<file path="src/verilog/ppoc_map.vh">
// Purpose: Offsets, fields, reset values and timing for the port power block
// Assumes: 200 MHz core clock, AXI4-Lite byte addresses
// Notes:   Definitions only
`ifndef PPOC_MAP_VH
`define PPOC_MAP_VH

`define PPOC_CLK_MHZ        200
`define PPOC_SINGLE_MIN_MS  5
`define PPOC_DOUBLE_MAX_MS  20
`define PPOC_SINGLE_CYC     (`PPOC_SINGLE_MIN_MS * `PPOC_CLK_MHZ * 1000)
`define PPOC_DOUBLE_CYC     (`PPOC_DOUBLE_MAX_MS * `PPOC_CLK_MHZ * 1000)

`define PPOC_REG_CTRL       8'h00
`define PPOC_REG_PWR        8'h04
`define PPOC_REG_STAT       8'h08
`define PPOC_REG_MASK       8'h0C
`define PPOC_REG_PINS       8'h10
`define PPOC_REG_CHG        8'h14

`define PPOC_CTRL_GANG      0
`define PPOC_CTRL_CPU       1
`define PPOC_CTRL_RST       32'h0000_0000
`define PPOC_PWR_RST        4'h0
`define PPOC_MASK_RST       4'h0
`define PPOC_CHG_STRAP_LOW  4'h3
`define PPOC_CHG_STRAP_HIGH 4'h0

`define PPOC_RESP_OKAY      2'b00
`define PPOC_RESP_SLVERR    2'b10

`endif

</file>
<file path="src/verilog/ppoc_ocs_filter.v">
// Purpose: Over-current filter for one sense input
// Assumes: Input synchronous to clock, low means fault
// Notes:   Single long low or two low groups inside a window
`timescale 1ns/1ps
module ppoc_ocs_filter #(
  parameter integer SINGLE_CYC = 1000000,
  parameter integer DOUBLE_CYC = 4000000,
  parameter integer CW         = 23
) (
  // Clock and reset
  input  wire          i_core_clk,
  input  wire          i_sys_rst,
  // Sense
  input  wire          i_enable,
  input  wire          i_sense,
  // Result
  output reg           o_fault
);
  reg  [CW-1:0] low_cnt_q;
  reg  [CW-1:0] win_cnt_q;
  reg           win_act_q;
  reg           prev_low_q;
  wire          low_now = i_enable & ~i_sense;
  wire          grp_start = low_now & ~prev_low_q;

  always @(posedge i_core_clk) begin
    if (i_sys_rst || !i_enable) begin
      low_cnt_q  <= {CW{1'b0}};
      win_cnt_q  <= {CW{1'b0}};
      win_act_q  <= 1'b0;
      prev_low_q <= 1'b0;
      o_fault    <= 1'b0;
    end else begin
      prev_low_q <= low_now;
      o_fault    <= 1'b0;
      if (low_now) begin
        if (low_cnt_q == SINGLE_CYC[CW-1:0] - 1'b1) begin
          o_fault <= 1'b1;
        end
        if (low_cnt_q != {CW{1'b1}}) begin
          low_cnt_q <= low_cnt_q + 1'b1;
        end
      end else begin
        low_cnt_q <= {CW{1'b0}}; // Short lows are transients
      end
      if (grp_start) begin
        if (win_act_q) begin
          o_fault   <= 1'b1;
          win_act_q <= 1'b0;
        end else begin
          win_act_q <= 1'b1;
          win_cnt_q <= {CW{1'b0}};
        end
      end else if (win_act_q) begin
        if (win_cnt_q == DOUBLE_CYC[CW-1:0] - 1'b1) begin
          win_act_q <= 1'b0;
        end
        win_cnt_q <= win_cnt_q + 1'b1;
      end
    end
  end
endmodule // ppoc_ocs_filter

</file>
<file path="src/verilog/ppoc_port_ctl.v">
// Purpose: Port power control and over-current sense for a four-port hub
// Assumes: Pins synchronous to i_core_clk; AXI4-Lite register access
// Notes:   Open-drain pins: output enable low while driving low
//
// Notes on behaviour
// - One shared pin per port: power and sense
// - Hub logic or processor controls power
// - Ganged or combined mode selectable
// - Ganged: one pin serves all ports
// - Combined: separate pin for every port
// - Disabled: drive low, pull-up off
// - Enabled: release driver, pull-up on
// - External switch pulls low; release never masks
// - Filter transient lows while powering up
// - Sample pin continuously while enabled
// - Fault after low held 5 ms
// - Fault on two low groups in 20 ms
// - Poly fuse uses same drive and sense
// - Charge strap selects charging ports
// - Pins also indicate charging supply; the code shows it on o_charge_port_en only, not on the pins
`timescale 1ns/1ps
`include "ppoc_map.vh"
module ppoc_port_ctl #(
  parameter integer NPORT      = 4,
  parameter integer SINGLE_CYC = `PPOC_SINGLE_CYC,
  parameter integer DOUBLE_CYC = `PPOC_DOUBLE_CYC
) (
  // Clock and reset
  input  wire             i_core_clk,
  input  wire             i_sys_rst,
  // Hub logic power request and strap
  input  wire [NPORT-1:0] i_hub_pwr_req,
  input  wire             i_charge_enable_strap,
  // Per-port pins
  input  wire [NPORT-1:0] i_port_power_sense_pin,
  output reg  [NPORT-1:0] o_port_power_sense_pin,
  output reg  [NPORT-1:0] o_port_power_sense_pin_oe_n,
  output reg  [NPORT-1:0] o_port_pullup_en,
  // Ganged pin
  input  wire             i_shared_power_sense_pin,
  output reg              o_shared_power_sense_pin,
  output reg              o_shared_power_sense_pin_oe_n,
  output reg              o_shared_pullup_en,
  // Status to hub
  output reg  [NPORT-1:0] o_oc_event,
  output reg  [NPORT-1:0] o_charge_port_en,
  output reg              o_irq,
  // AXI4-Lite write
  input  wire [7:0]       s_axi_awaddr,
  input  wire             s_axi_awvalid,
  output reg              s_axi_awready,
  input  wire [31:0]      s_axi_wdata,
  input  wire [3:0]       s_axi_wstrb,
  input  wire             s_axi_wvalid,
  output reg              s_axi_wready,
  output reg  [1:0]       s_axi_bresp,
  output reg              s_axi_bvalid,
  input  wire             s_axi_bready,
  // AXI4-Lite read
  input  wire [7:0]       s_axi_araddr,
  input  wire             s_axi_arvalid,
  output reg              s_axi_arready,
  output reg  [31:0]      s_axi_rdata,
  output reg  [1:0]       s_axi_rresp,
  output reg              s_axi_rvalid,
  input  wire             s_axi_rready
);
  localparam integer CW = 27;

  reg  [31:0]      ctrl_q;
  reg  [NPORT-1:0] cpu_pwr_q;
  reg  [NPORT-1:0] stat_q;
  reg  [NPORT-1:0] mask_q;
  reg  [NPORT-1:0] chg_q;
  reg  [NPORT-1:0] pwr_en_q;
  reg              strap_done_q;
  reg  [7:0]       aw_addr_q;
  reg              aw_have_q;
  reg  [31:0]      w_data_q;
  reg  [3:0]       w_strb_q;
  reg              w_have_q;

  wire             gang_mode = ctrl_q[`PPOC_CTRL_GANG];
  wire [NPORT-1:0] pwr_req   = ctrl_q[`PPOC_CTRL_CPU] ? cpu_pwr_q : i_hub_pwr_req;
  wire             gang_req  = |pwr_req;
  wire [NPORT-1:0] fault;
  wire [NPORT-1:0] sense_in;
  wire [NPORT-1:0] sense_en;
  wire             do_write  = aw_have_q & w_have_q & ~s_axi_bvalid;
  wire             do_read   = s_axi_arvalid & s_axi_arready;
  wire             stat_rd   = do_read & (s_axi_araddr == `PPOC_REG_STAT);
  wire [NPORT-1:0] stat_ack  = (do_write && aw_addr_q == `PPOC_REG_STAT) ? w_data_q[NPORT-1:0] : {NPORT{1'b0}};

  function [31:0] merge;
    input [31:0] old_v;
    input [31:0] new_v;
    input [3:0]  strb;
    integer b;
    begin
      merge = old_v;
      for (b = 0; b < 4; b = b + 1) begin
        if (strb[b]) begin
          merge[b*8 +: 8] = new_v[b*8 +: 8];
        end
      end
    end
  endfunction

  // Byte-lane merge of a charge-port write, cut to the port count
  wire [31:0]      chg_wr = merge({{(32-NPORT){1'b0}}, chg_q}, w_data_q, w_strb_q);

  // In ganged mode every filter watches the single shared pin
  assign sense_in = gang_mode ? {NPORT{i_shared_power_sense_pin}} : i_port_power_sense_pin;
  // Filters run only once the pin is really released; on a mode change the
  // still driven-low pin would otherwise count as a first low group
  assign sense_en = gang_mode ? {NPORT{o_shared_power_sense_pin_oe_n}} : o_port_power_sense_pin_oe_n;

  genvar g;
  generate
    for (g = 0; g < NPORT; g = g + 1) begin : g_port
      ppoc_ocs_filter #(
        .SINGLE_CYC (SINGLE_CYC),
        .DOUBLE_CYC (DOUBLE_CYC),
        .CW         (CW)
      ) u_filt (
        .i_core_clk (i_core_clk),
        .i_sys_rst  (i_sys_rst),
        .i_enable   (sense_en[g]),
        .i_sense    (sense_in[g]),
        .o_fault    (fault[g])
      );
    end
  endgenerate

  // Pin drive and power state
  always @(posedge i_core_clk) begin
    if (i_sys_rst) begin
      pwr_en_q                      <= `PPOC_PWR_RST;
      o_port_power_sense_pin        <= {NPORT{1'b0}};
      o_port_power_sense_pin_oe_n   <= {NPORT{1'b0}};
      o_port_pullup_en              <= {NPORT{1'b0}};
      o_shared_power_sense_pin      <= 1'b0;
      o_shared_power_sense_pin_oe_n <= 1'b0;
      o_shared_pullup_en            <= 1'b0;
    end else begin
      pwr_en_q <= gang_mode ? {NPORT{gang_req}} : pwr_req;
      o_port_power_sense_pin <= {NPORT{1'b0}};
      // Unused pins in ganged mode stay driven low, no pull-up power wasted
      o_port_power_sense_pin_oe_n <= gang_mode ? {NPORT{1'b0}} : pwr_req;
      o_port_pullup_en            <= gang_mode ? {NPORT{1'b0}} : pwr_req;
      o_shared_power_sense_pin      <= 1'b0;
      o_shared_power_sense_pin_oe_n <= gang_mode & gang_req;
      o_shared_pullup_en            <= gang_mode & gang_req;
    end
  end

  // Fault latch, strap capture, interrupt
  always @(posedge i_core_clk) begin
    if (i_sys_rst) begin
      stat_q           <= {NPORT{1'b0}};
      o_oc_event       <= {NPORT{1'b0}};
      chg_q            <= {NPORT{1'b0}};
      strap_done_q     <= 1'b0;
      o_charge_port_en <= {NPORT{1'b0}};
      o_irq            <= 1'b0;
    end else begin
      // Set wins over clear in the same cycle
      stat_q     <= (stat_rd ? {NPORT{1'b0}} : stat_q) | fault;
      o_oc_event <= (o_oc_event & ~stat_ack & ~(pwr_req & ~pwr_en_q)) | fault;
      if (!strap_done_q) begin
        strap_done_q <= 1'b1;
        chg_q <= i_charge_enable_strap ? `PPOC_CHG_STRAP_HIGH : `PPOC_CHG_STRAP_LOW;
      end else if (do_write && aw_addr_q == `PPOC_REG_CHG) begin
        chg_q <= chg_wr[NPORT-1:0];
      end
      o_charge_port_en <= chg_q & pwr_en_q;
      o_irq <= |(((stat_rd ? {NPORT{1'b0}} : stat_q) | fault) & mask_q);
    end
  end

  // AXI4-Lite write channel
  always @(posedge i_core_clk) begin
    if (i_sys_rst) begin
      s_axi_awready <= 1'b0;
      s_axi_wready  <= 1'b0;
      s_axi_bvalid  <= 1'b0;
      s_axi_bresp   <= `PPOC_RESP_OKAY;
      aw_have_q     <= 1'b0;
      aw_addr_q     <= 8'h00;
      w_have_q      <= 1'b0;
      w_data_q      <= 32'h0000_0000;
      w_strb_q      <= 4'h0;
      ctrl_q        <= `PPOC_CTRL_RST;
      cpu_pwr_q     <= `PPOC_PWR_RST;
      mask_q        <= `PPOC_MASK_RST;
    end else begin
      s_axi_awready <= ~aw_have_q & ~s_axi_awready & ~s_axi_bvalid;
      s_axi_wready  <= ~w_have_q & ~s_axi_wready & ~s_axi_bvalid;
      if (s_axi_awvalid && s_axi_awready) begin
        aw_have_q <= 1'b1;
        aw_addr_q <= s_axi_awaddr;
        s_axi_awready <= 1'b0;
      end
      if (s_axi_wvalid && s_axi_wready) begin
        w_have_q <= 1'b1;
        w_data_q <= s_axi_wdata;
        w_strb_q <= s_axi_wstrb;
        s_axi_wready <= 1'b0;
      end
      if (do_write) begin
        aw_have_q    <= 1'b0;
        w_have_q     <= 1'b0;
        s_axi_bvalid <= 1'b1;
        s_axi_bresp  <= `PPOC_RESP_OKAY;
        case (aw_addr_q)
          `PPOC_REG_CTRL: ctrl_q <= merge(ctrl_q, w_data_q, w_strb_q) & 32'h0000_0003;
          `PPOC_REG_PWR:  cpu_pwr_q <= w_strb_q[0] ? w_data_q[NPORT-1:0] : cpu_pwr_q;
          `PPOC_REG_MASK: mask_q <= w_strb_q[0] ? w_data_q[NPORT-1:0] : mask_q;
          `PPOC_REG_STAT: s_axi_bresp <= `PPOC_RESP_OKAY;
          `PPOC_REG_CHG:  s_axi_bresp <= `PPOC_RESP_OKAY;
          `PPOC_REG_PINS: s_axi_bresp <= `PPOC_RESP_OKAY;
          default:        s_axi_bresp <= `PPOC_RESP_SLVERR;
        endcase
      end else if (s_axi_bvalid && s_axi_bready) begin
        s_axi_bvalid <= 1'b0;
      end
    end
  end

  // AXI4-Lite read channel
  always @(posedge i_core_clk) begin
    if (i_sys_rst) begin
      s_axi_arready <= 1'b0;
      s_axi_rvalid  <= 1'b0;
      s_axi_rdata   <= 32'h0000_0000;
      s_axi_rresp   <= `PPOC_RESP_OKAY;
    end else begin
      s_axi_arready <= ~s_axi_arready & ~s_axi_rvalid & ~s_axi_arvalid ? 1'b1 : (~s_axi_rvalid & ~s_axi_arready);
      if (do_read) begin
        s_axi_arready <= 1'b0;
        s_axi_rvalid  <= 1'b1;
        s_axi_rresp   <= `PPOC_RESP_OKAY;
        s_axi_rdata   <= 32'h0000_0000;
        case (s_axi_araddr)
          `PPOC_REG_CTRL: s_axi_rdata <= ctrl_q;
          `PPOC_REG_PWR:  s_axi_rdata <= {28'h0, cpu_pwr_q};
          `PPOC_REG_STAT: s_axi_rdata <= {28'h0, stat_q};
          `PPOC_REG_MASK: s_axi_rdata <= {28'h0, mask_q};
          `PPOC_REG_PINS: s_axi_rdata <= {20'h0, o_oc_event, pwr_en_q, sense_in};
          `PPOC_REG_CHG:  s_axi_rdata <= {28'h0, chg_q};
          default:        s_axi_rresp <= `PPOC_RESP_SLVERR;
        endcase
      end else if (s_axi_rvalid && s_axi_rready) begin
        s_axi_rvalid <= 1'b0;
      end
    end
  end
endmodule // ppoc_port_ctl
</file>
<file path="config.mk">
export PLATFORM = sky130hd
export DESIGN_NAME = ppoc_port_ctl
export DESIGN_NICKNAME = d
export VERILOG_FILES = /design/src/verilog/ppoc_ocs_filter.v /design/src/verilog/ppoc_port_ctl.v
export VERILOG_INCLUDE_DIRS = /design/src /design/src/verilog
export SDC_FILE = /design/constraint.sdc
export NUM_CORES = 1
export LEC_CHECK = 0
export ABC_CLOCK_PERIOD_IN_PS = 2950
export BUFFER_PORTS_ARGS = -buffer_cell sky130_fd_sc_hd__buf_2
export CAP_MARGIN = 20
export CELL_PAD_IN_SITES_DETAIL_PLACEMENT = 1
export CELL_PAD_IN_SITES_GLOBAL_PLACEMENT = 1
export CORE_MARGIN = 2
export CORE_UTILIZATION = 45
export CTS_BUF_LIST = sky130_fd_sc_hd__clkbuf_16
export CTS_CLUSTER_SIZE = 16
export DETAILED_ROUTE_END_ITERATION = 12
export GPL_TIMING_DRIVEN = 0
export PLACE_DENSITY_LB_ADDON = 0.1
export SYNTH_ARGS = -nofsm -noshare
export SYNTH_HDL_FRONTEND = slang
export SYNTH_HIERARCHICAL = 1
export SYNTH_SLANG_ARGS = --single-unit
</file>
<file path="constraint.sdc">
create_clock -name i_core_clk -period 2.95 [get_ports i_core_clk]
set_input_delay 0.1475 -clock i_core_clk [delete_from_list [all_inputs] [get_ports i_core_clk]]
set_output_delay 0.1475 -clock i_core_clk [all_outputs]
set_load 0.05 [all_outputs]
</file>
=== Word level (Yosys, flattened, before mapping) ===
Index checks and enable logic that the tools add are counted.

* Bits in registers: 321
* Bits in latches: 0
* Memory bits (writable): 0
* Memory bits (read-only): 0
* Bits of input ports: 69
* Output and inout bits: 65
* Word-level logic and storage cells: 236
* Memories: 0

* Add/subtract/negate cells: 8
* Multiply operators: 0
* Div/mod/pow operators: 0
* Order comparisons: 0
* Equal/unequal tests: 28
* Shifts and indexed selects: 0
* Muxes and demuxes: 63
* Bitwise logic cells: 49
* Reductions and logical operators: 43

{| class="wikitable"
|+ Operator list
! kind !! count
|-
| 27-bit two-way mux || 12
|-
| 27-bit by 1-bit adder with 27-bit output (second input constant) || 8
|-
| 27-bit by 20-bit == test with 1-bit output (second input constant) || 4
|-
| 27-bit by 22-bit == test with 1-bit output (second input constant) || 4
|-
| 27-bit != test (second input constant) || 4
|-
| 12-bit case mux with 6 select lines || 1
|-
| 1-bit two-way mux || 38
|-
| 4-bit two-way mux || 9
|-
| 8-bit by 4-bit == test with 1-bit output (second input constant) || 4
|-
| 8-bit by 5-bit == test with 1-bit output (second input constant) || 4
|-
| 4-bit bitwise AND || 5
|-
| 1-bit inverter || 20
|-
| 1-bit bitwise AND || 19
|-
| 2-bit OR reduction || 9
|-
| 8-bit by 3-bit == test with 1-bit output (second input constant) || 2
|-
| 8-bit logical NOT || 2
|-
| 4-bit inverter || 3
|-
| 2-bit nonzero test || 6
|-
| 6-bit OR reduction || 2
|-
| 2-bit AND reduction || 5
|-
| 3-bit AND reduction || 3
|-
| 2-bit != test (second input constant) || 4
|-
| 4-bit OR || 2
|-
| 4-bit OR reduction || 2
|-
| other kinds (5) || 19
|}

=== Longest topological paths before layout ===
* Word-level depth: 8
* Mapped depth: 11
* Gate-level depth less buffers: 8

=== By module ===
Netlist, hierarchy kept.

{| class="wikitable"
|+ By module, submodules not included
! module !! instances !! cells an instance !! area an instance (µm²) !! seq. area each (µm²)
|-
| ppoc_ocs_filter at g_port[0].u_filt ... || 3 || 353 || 2936.6 || 1141.1
|-
| ppoc_port_ctl || 1 || 345 || 3126.7 || 1421.4
|-
| ppoc_ocs_filter at g_port[3].u_filt || 1 || 362 || 3017.9 || 1141.1
|}

=== Least setup slack after synthesis ===
No wires, ideal clock.

* Kind: flip-flop to flip-flop
* Start point: register ctrl_q[0]
* End point: register g_port[1].u_filt.win_cnt_q[15]
* Library setup time: 115 ps
* Arrival: 2358 ps
* Data required time: 2835 ps
* Slack: 477 ps
* Cell stages (with the launch flop): 10
* Path buffers: 3
* Period minus slack after synthesis: 2473 ps
* Path through: dfxtp_1 -> clkbuf_1 -> mux2_2 -> or3b_2 -> and4_1 -> clkbuf_1 -> nand3_1 -> buf_2 -> nor2_1 -> o21a_1

* Word-level cells in the longest chain between the ends: 6
* Elaborated cells between the ends (all ways): 11
* Classes of those cells: eq/ne: 1; mux: 3; bitwise: 3; reduce/logical: 4

{| class="wikitable"
|+ Ends and longest elaborated chain
! what !! RTL line !! RTL
|-
| from (decl) || ppoc_port_ctl.v:70 || <nowiki>reg [31:0] ctrl_q;</nowiki>
|-
| from (signal assigned) || ppoc_port_ctl.v:193 || <nowiki>ctrl_q <= `PPOC_CTRL_RST;</nowiki>
|-
| from (signal assigned) || ppoc_port_ctl.v:216 || <nowiki>`PPOC_REG_CTRL: ctrl_q <= merge(ctrl_q, w_data_q, w_strb_q) & 32'h0000_0003;</nowiki>
|-
| 4-bit two-way mux (*) || ppoc_port_ctl.v:113 || <nowiki>assign sense_in = gang_mode ? {NPORT{i_shared_power_sense_pin}} : i_port_power_sense_pin;</nowiki>
|-
| named net sense_in[1] || ppoc_port_ctl.v:87 || <nowiki>wire [NPORT-1:0] sense_in;</nowiki>
|-
| 1-bit inverter (*) || ppoc_ocs_filter.v:23 || <nowiki>wire low_now = i_enable & ~i_sense;</nowiki>
|-
| 1-bit bitwise AND (*) || ppoc_ocs_filter.v:23 ||
|-
| 1-bit bitwise AND (*) || ppoc_ocs_filter.v:24 || <nowiki>wire grp_start = low_now & ~prev_low_q;</nowiki>
|-
| 2-bit != test (no line) / 2-bit nonzero test (equally long branches) || - ||
|-
| 2-bit AND reduction (no line) || - ||
|-
| to (signal assigned) || ppoc_ocs_filter.v:29 || <nowiki>win_cnt_q <= {CW{1'b0}};</nowiki>
|-
| to (signal assigned) || ppoc_ocs_filter.v:52 || <nowiki>win_cnt_q <= {CW{1'b0}};</nowiki>
|-
| to (signal assigned) || ppoc_ocs_filter.v:58 || <nowiki>win_cnt_q <= win_cnt_q + 1'b1;</nowiki>
|-
| to (decl) || ppoc_ocs_filter.v:20 || <nowiki>reg [CW-1:0] win_cnt_q;</nowiki>
|}

The timed path passes the listed nets; every way through them passes the cells marked *.
A chain may end at the register's enable or synchronous reset.

=== Worst setup path in the final report ===
* Start point: register ctrl_q[0]
* End point: register g_port[1].u_filt.win_cnt_q[21]

Same word-level chain as after synthesis.

==> metrics.yaml <==
sta:
  drv_slew: 0
  max_slew.worst_pin.slew_ps: 986
  max_freq_mhz: 362
  rsz0062_at_grt: "false"
  fin_crit_sh_pct: 93.7
  hold_viol: 0
  layout_min_cycle_time_ps: 2760
  worst_slack_ps: 185
  clock_skew_ps: 15.2
  tns_ps: 0
  setup_viol: 0
  whs_ps: 21.8
  max_slew_margin_pct: 33.6
clock_tree:
  clkLatencyLatePin_ps: 520
  h-tree-depth: 2
  cts_buffer_depth: 3
  cts.clk_slew.worst_paths_ps: 60
  cts_num_sinks: 299
  cts_root_buf: "clkbuf_16"
  cts_buffers: 37
  postCtsSetupBuffers: 0
  cts_tree: "built"
worst_setup_path:
  critPathKind: "flip-flop to flip-flop"
  critPathRequiredTime_ps: 3350
  arrival_ps: 3160
  crit_path_start_kind: "flip-flop"
  crit_path_end_kind: "flip-flop"
  worstPathMaxFanout: 10
drt:
  first_pass_iters: 5
  remaining_drc_errors: 0
  ant_nets: 0
  dr_total_vias: 14035
  wl_per_cell_um: 18.6
  viasPerCell: 5.88
  drtIter0Drc: 797
  routed_wl_um: 44400
synth:
  async_reset_ff_share_pct: 0
  synth_flop_cell: "dfxtp_1"
  synth_edf_count: 0
  yosysWarningCount: 6
  syn-instance-count: 1766
  synth_seq_area_share_pct: 40.0
  syn_avg_cell_area_sq_um: 8.47
  synth-seq-cells: 299
  synth_top_area_share_pct: 40.0
  synth_cell_types: 75
  synth_area_leaders: "dfxtp_1 (40%), nand2_1 (4.4%), nor2_1 (4.3%), mux2i_1 (3.7%), nand3_1 (3.4%)"
  mappedNetlistArea_sq_mm: 0.0150
  synth_top_area_cell: "dfxtp_1"
final_layout:
  nets: 1996
  final_cell_mix: "dfxtp_1 (298), nand2_1 (177), nor2_1 (172), nand3_1 (102), a21oi_1 (94)"
  drive_gt1_share_pct: 12.9
  fillers: 3969
  mostFrequentLayoutCell: "dfxtp_1"
  multi_input_area_sq_mm: 0.00837
  final-seq-area_sq_mm: 0.00599
  syn_to_final_growth_pct: 15.5
  fin_area_sq_mm: 0.0173
global_routing:
  grt_overflow: 0
  grt_pass1_vias: 13873
  antenna_found_initial: 1
  grt_max_degree: 16
  grt_pass1_wl_um: 71800
  grtUsageTotal_pct: 25.4
placement:
  preCtsSetupSlack_ps: -132
  dp_hpwl_um: 32000
  globalplace.congestion: 0.839
  port_buffers: 71
  placedInstanceArea_sq_mm: 0.0160
floorplan:
  fp.dieW_um: 186
  ioPinCount: 134
  row_count: 66
  initial_core_util_pct: 45.8
  dieHeight_um: 186
  die_area_sq_mm: 0.0347
  core_area_sq_mm: 0.0326
pwr:
  powerDensity_mw_per_mm2: 513
  p_leak_nw: 6.02
  peakVddDrop_v: 0.000355
  totalPowerFinal_mw: 8.86
status:
  status: "finished, final reports clean"
min_path:
  hold_path.class: "input port to flip-flop"
job:
  timing.max_cap.violations: 0
-- state kept, by name, summed over array words and instances, names as in the netlist, 8 cells and up --
name and count:
g_port.u_filt/low_cnt_q 108, g_port.u_filt/win_cnt_q 108, s_axi_rdata 12, aw_addr_q 8
-- report_power, final --
group	total [mW]	internal, mW	switching [mW]
sequential	4.10	4.07	0.0345
combinational	0.448	0.129	0.319
clock	4.30	2.54	1.77
total	8.86	6.73	2.12
-- final timing paths --
path | startpoint | endpoint | slack [ps] | cells past startpoint
worst min register to register | s_axi_rvalid | s_axi_arready | 450 | 1
worst min-delay path | s_axi_arvalid | s_axi_rresp[1] | 20 | 3
worst max register to register | ctrl_q[0] | g_port[1].u_filt/win_cnt_q[21] | 190 | 9
worst max-delay path | ctrl_q[0] | g_port[1].u_filt/win_cnt_q[21] | 190 | 9
-- metal layers --
metal  track usage, %  routed length (um)  vias to the layer above  share of wire [%]
li1                 -                   -                     6788                  -
met1             34.8               21300                     6928                 48
met5                0                   0                        -                  0
met2             41.9               20300                      259                 46
met4             7.50                1090                        0                2.5
met3             3.35                1690                       60                3.8
-- what timing repair did --
item                       CTS  global route
hold endpoints to repair    15             0
pin swaps                    0             0
hold buffers                16             0
gates resized for setup      4             7
setup endpoints to repair   45            24
-- metrics by stage --
stage | utilization, % | std cells
2_1_floorplan | - | 1792
3_3_place_gp | 48.9 | 2305
3_5_place_dp | 48.9 | 2305
4_1_cts | 52.9 | 2384
5_1_grt | 52.9 | 2386
6_report | 52.9 | 2386
-- synth_stat cells, drive strengths merged, types with 34 or more instances --
cell type and count:
and3 61, mux2i 55, nand2b 34, a21oi 94
xnor2 44, nor3 39, clkbuf 73, nand4 82
buf 45, dfxtp 299, nor4 41, nand2 177
nand3 103, nor2 172
-- logic make-up (layout without fill, tap and decap cells) --
group	count (synthesis)	after routing	share of synthesized area [%]
fa+ha+maj	8	8	0.669
buf+inv	151	302	4.70
other cells	1	28	0.0251
flops	299	299	40.0
compound gates	311	311	13.9
mux	79	79	5.64
simple gates	855	855	31.4
xor+xnor	62	62	3.63
-- layout make-up --
cell class	count	share of cell area (%)
Clock buffer	37	5.36
Clock inverter	26	1.14
Multi-Input combinational cell	1342	48.5
Timing Repair Buffer	88	3.01
Antenna cell	1	0.0145
Inverter	33	0.717
Tap cell	442	3.20
Buffer	118	3.40
Sequential cell	299	34.7
-- critical path, cell delays in order, from the launching register on --
cell and delay, ps:
dfxtp_2 390, clkbuf_4 230, mux2_2 400, or3b_2 530, and4_1 220, clkbuf_1 210, nand3_1 180, buf_2 250
o2111ai_1 150, o41ai_1 100
(Power assumes the default switching activity.)
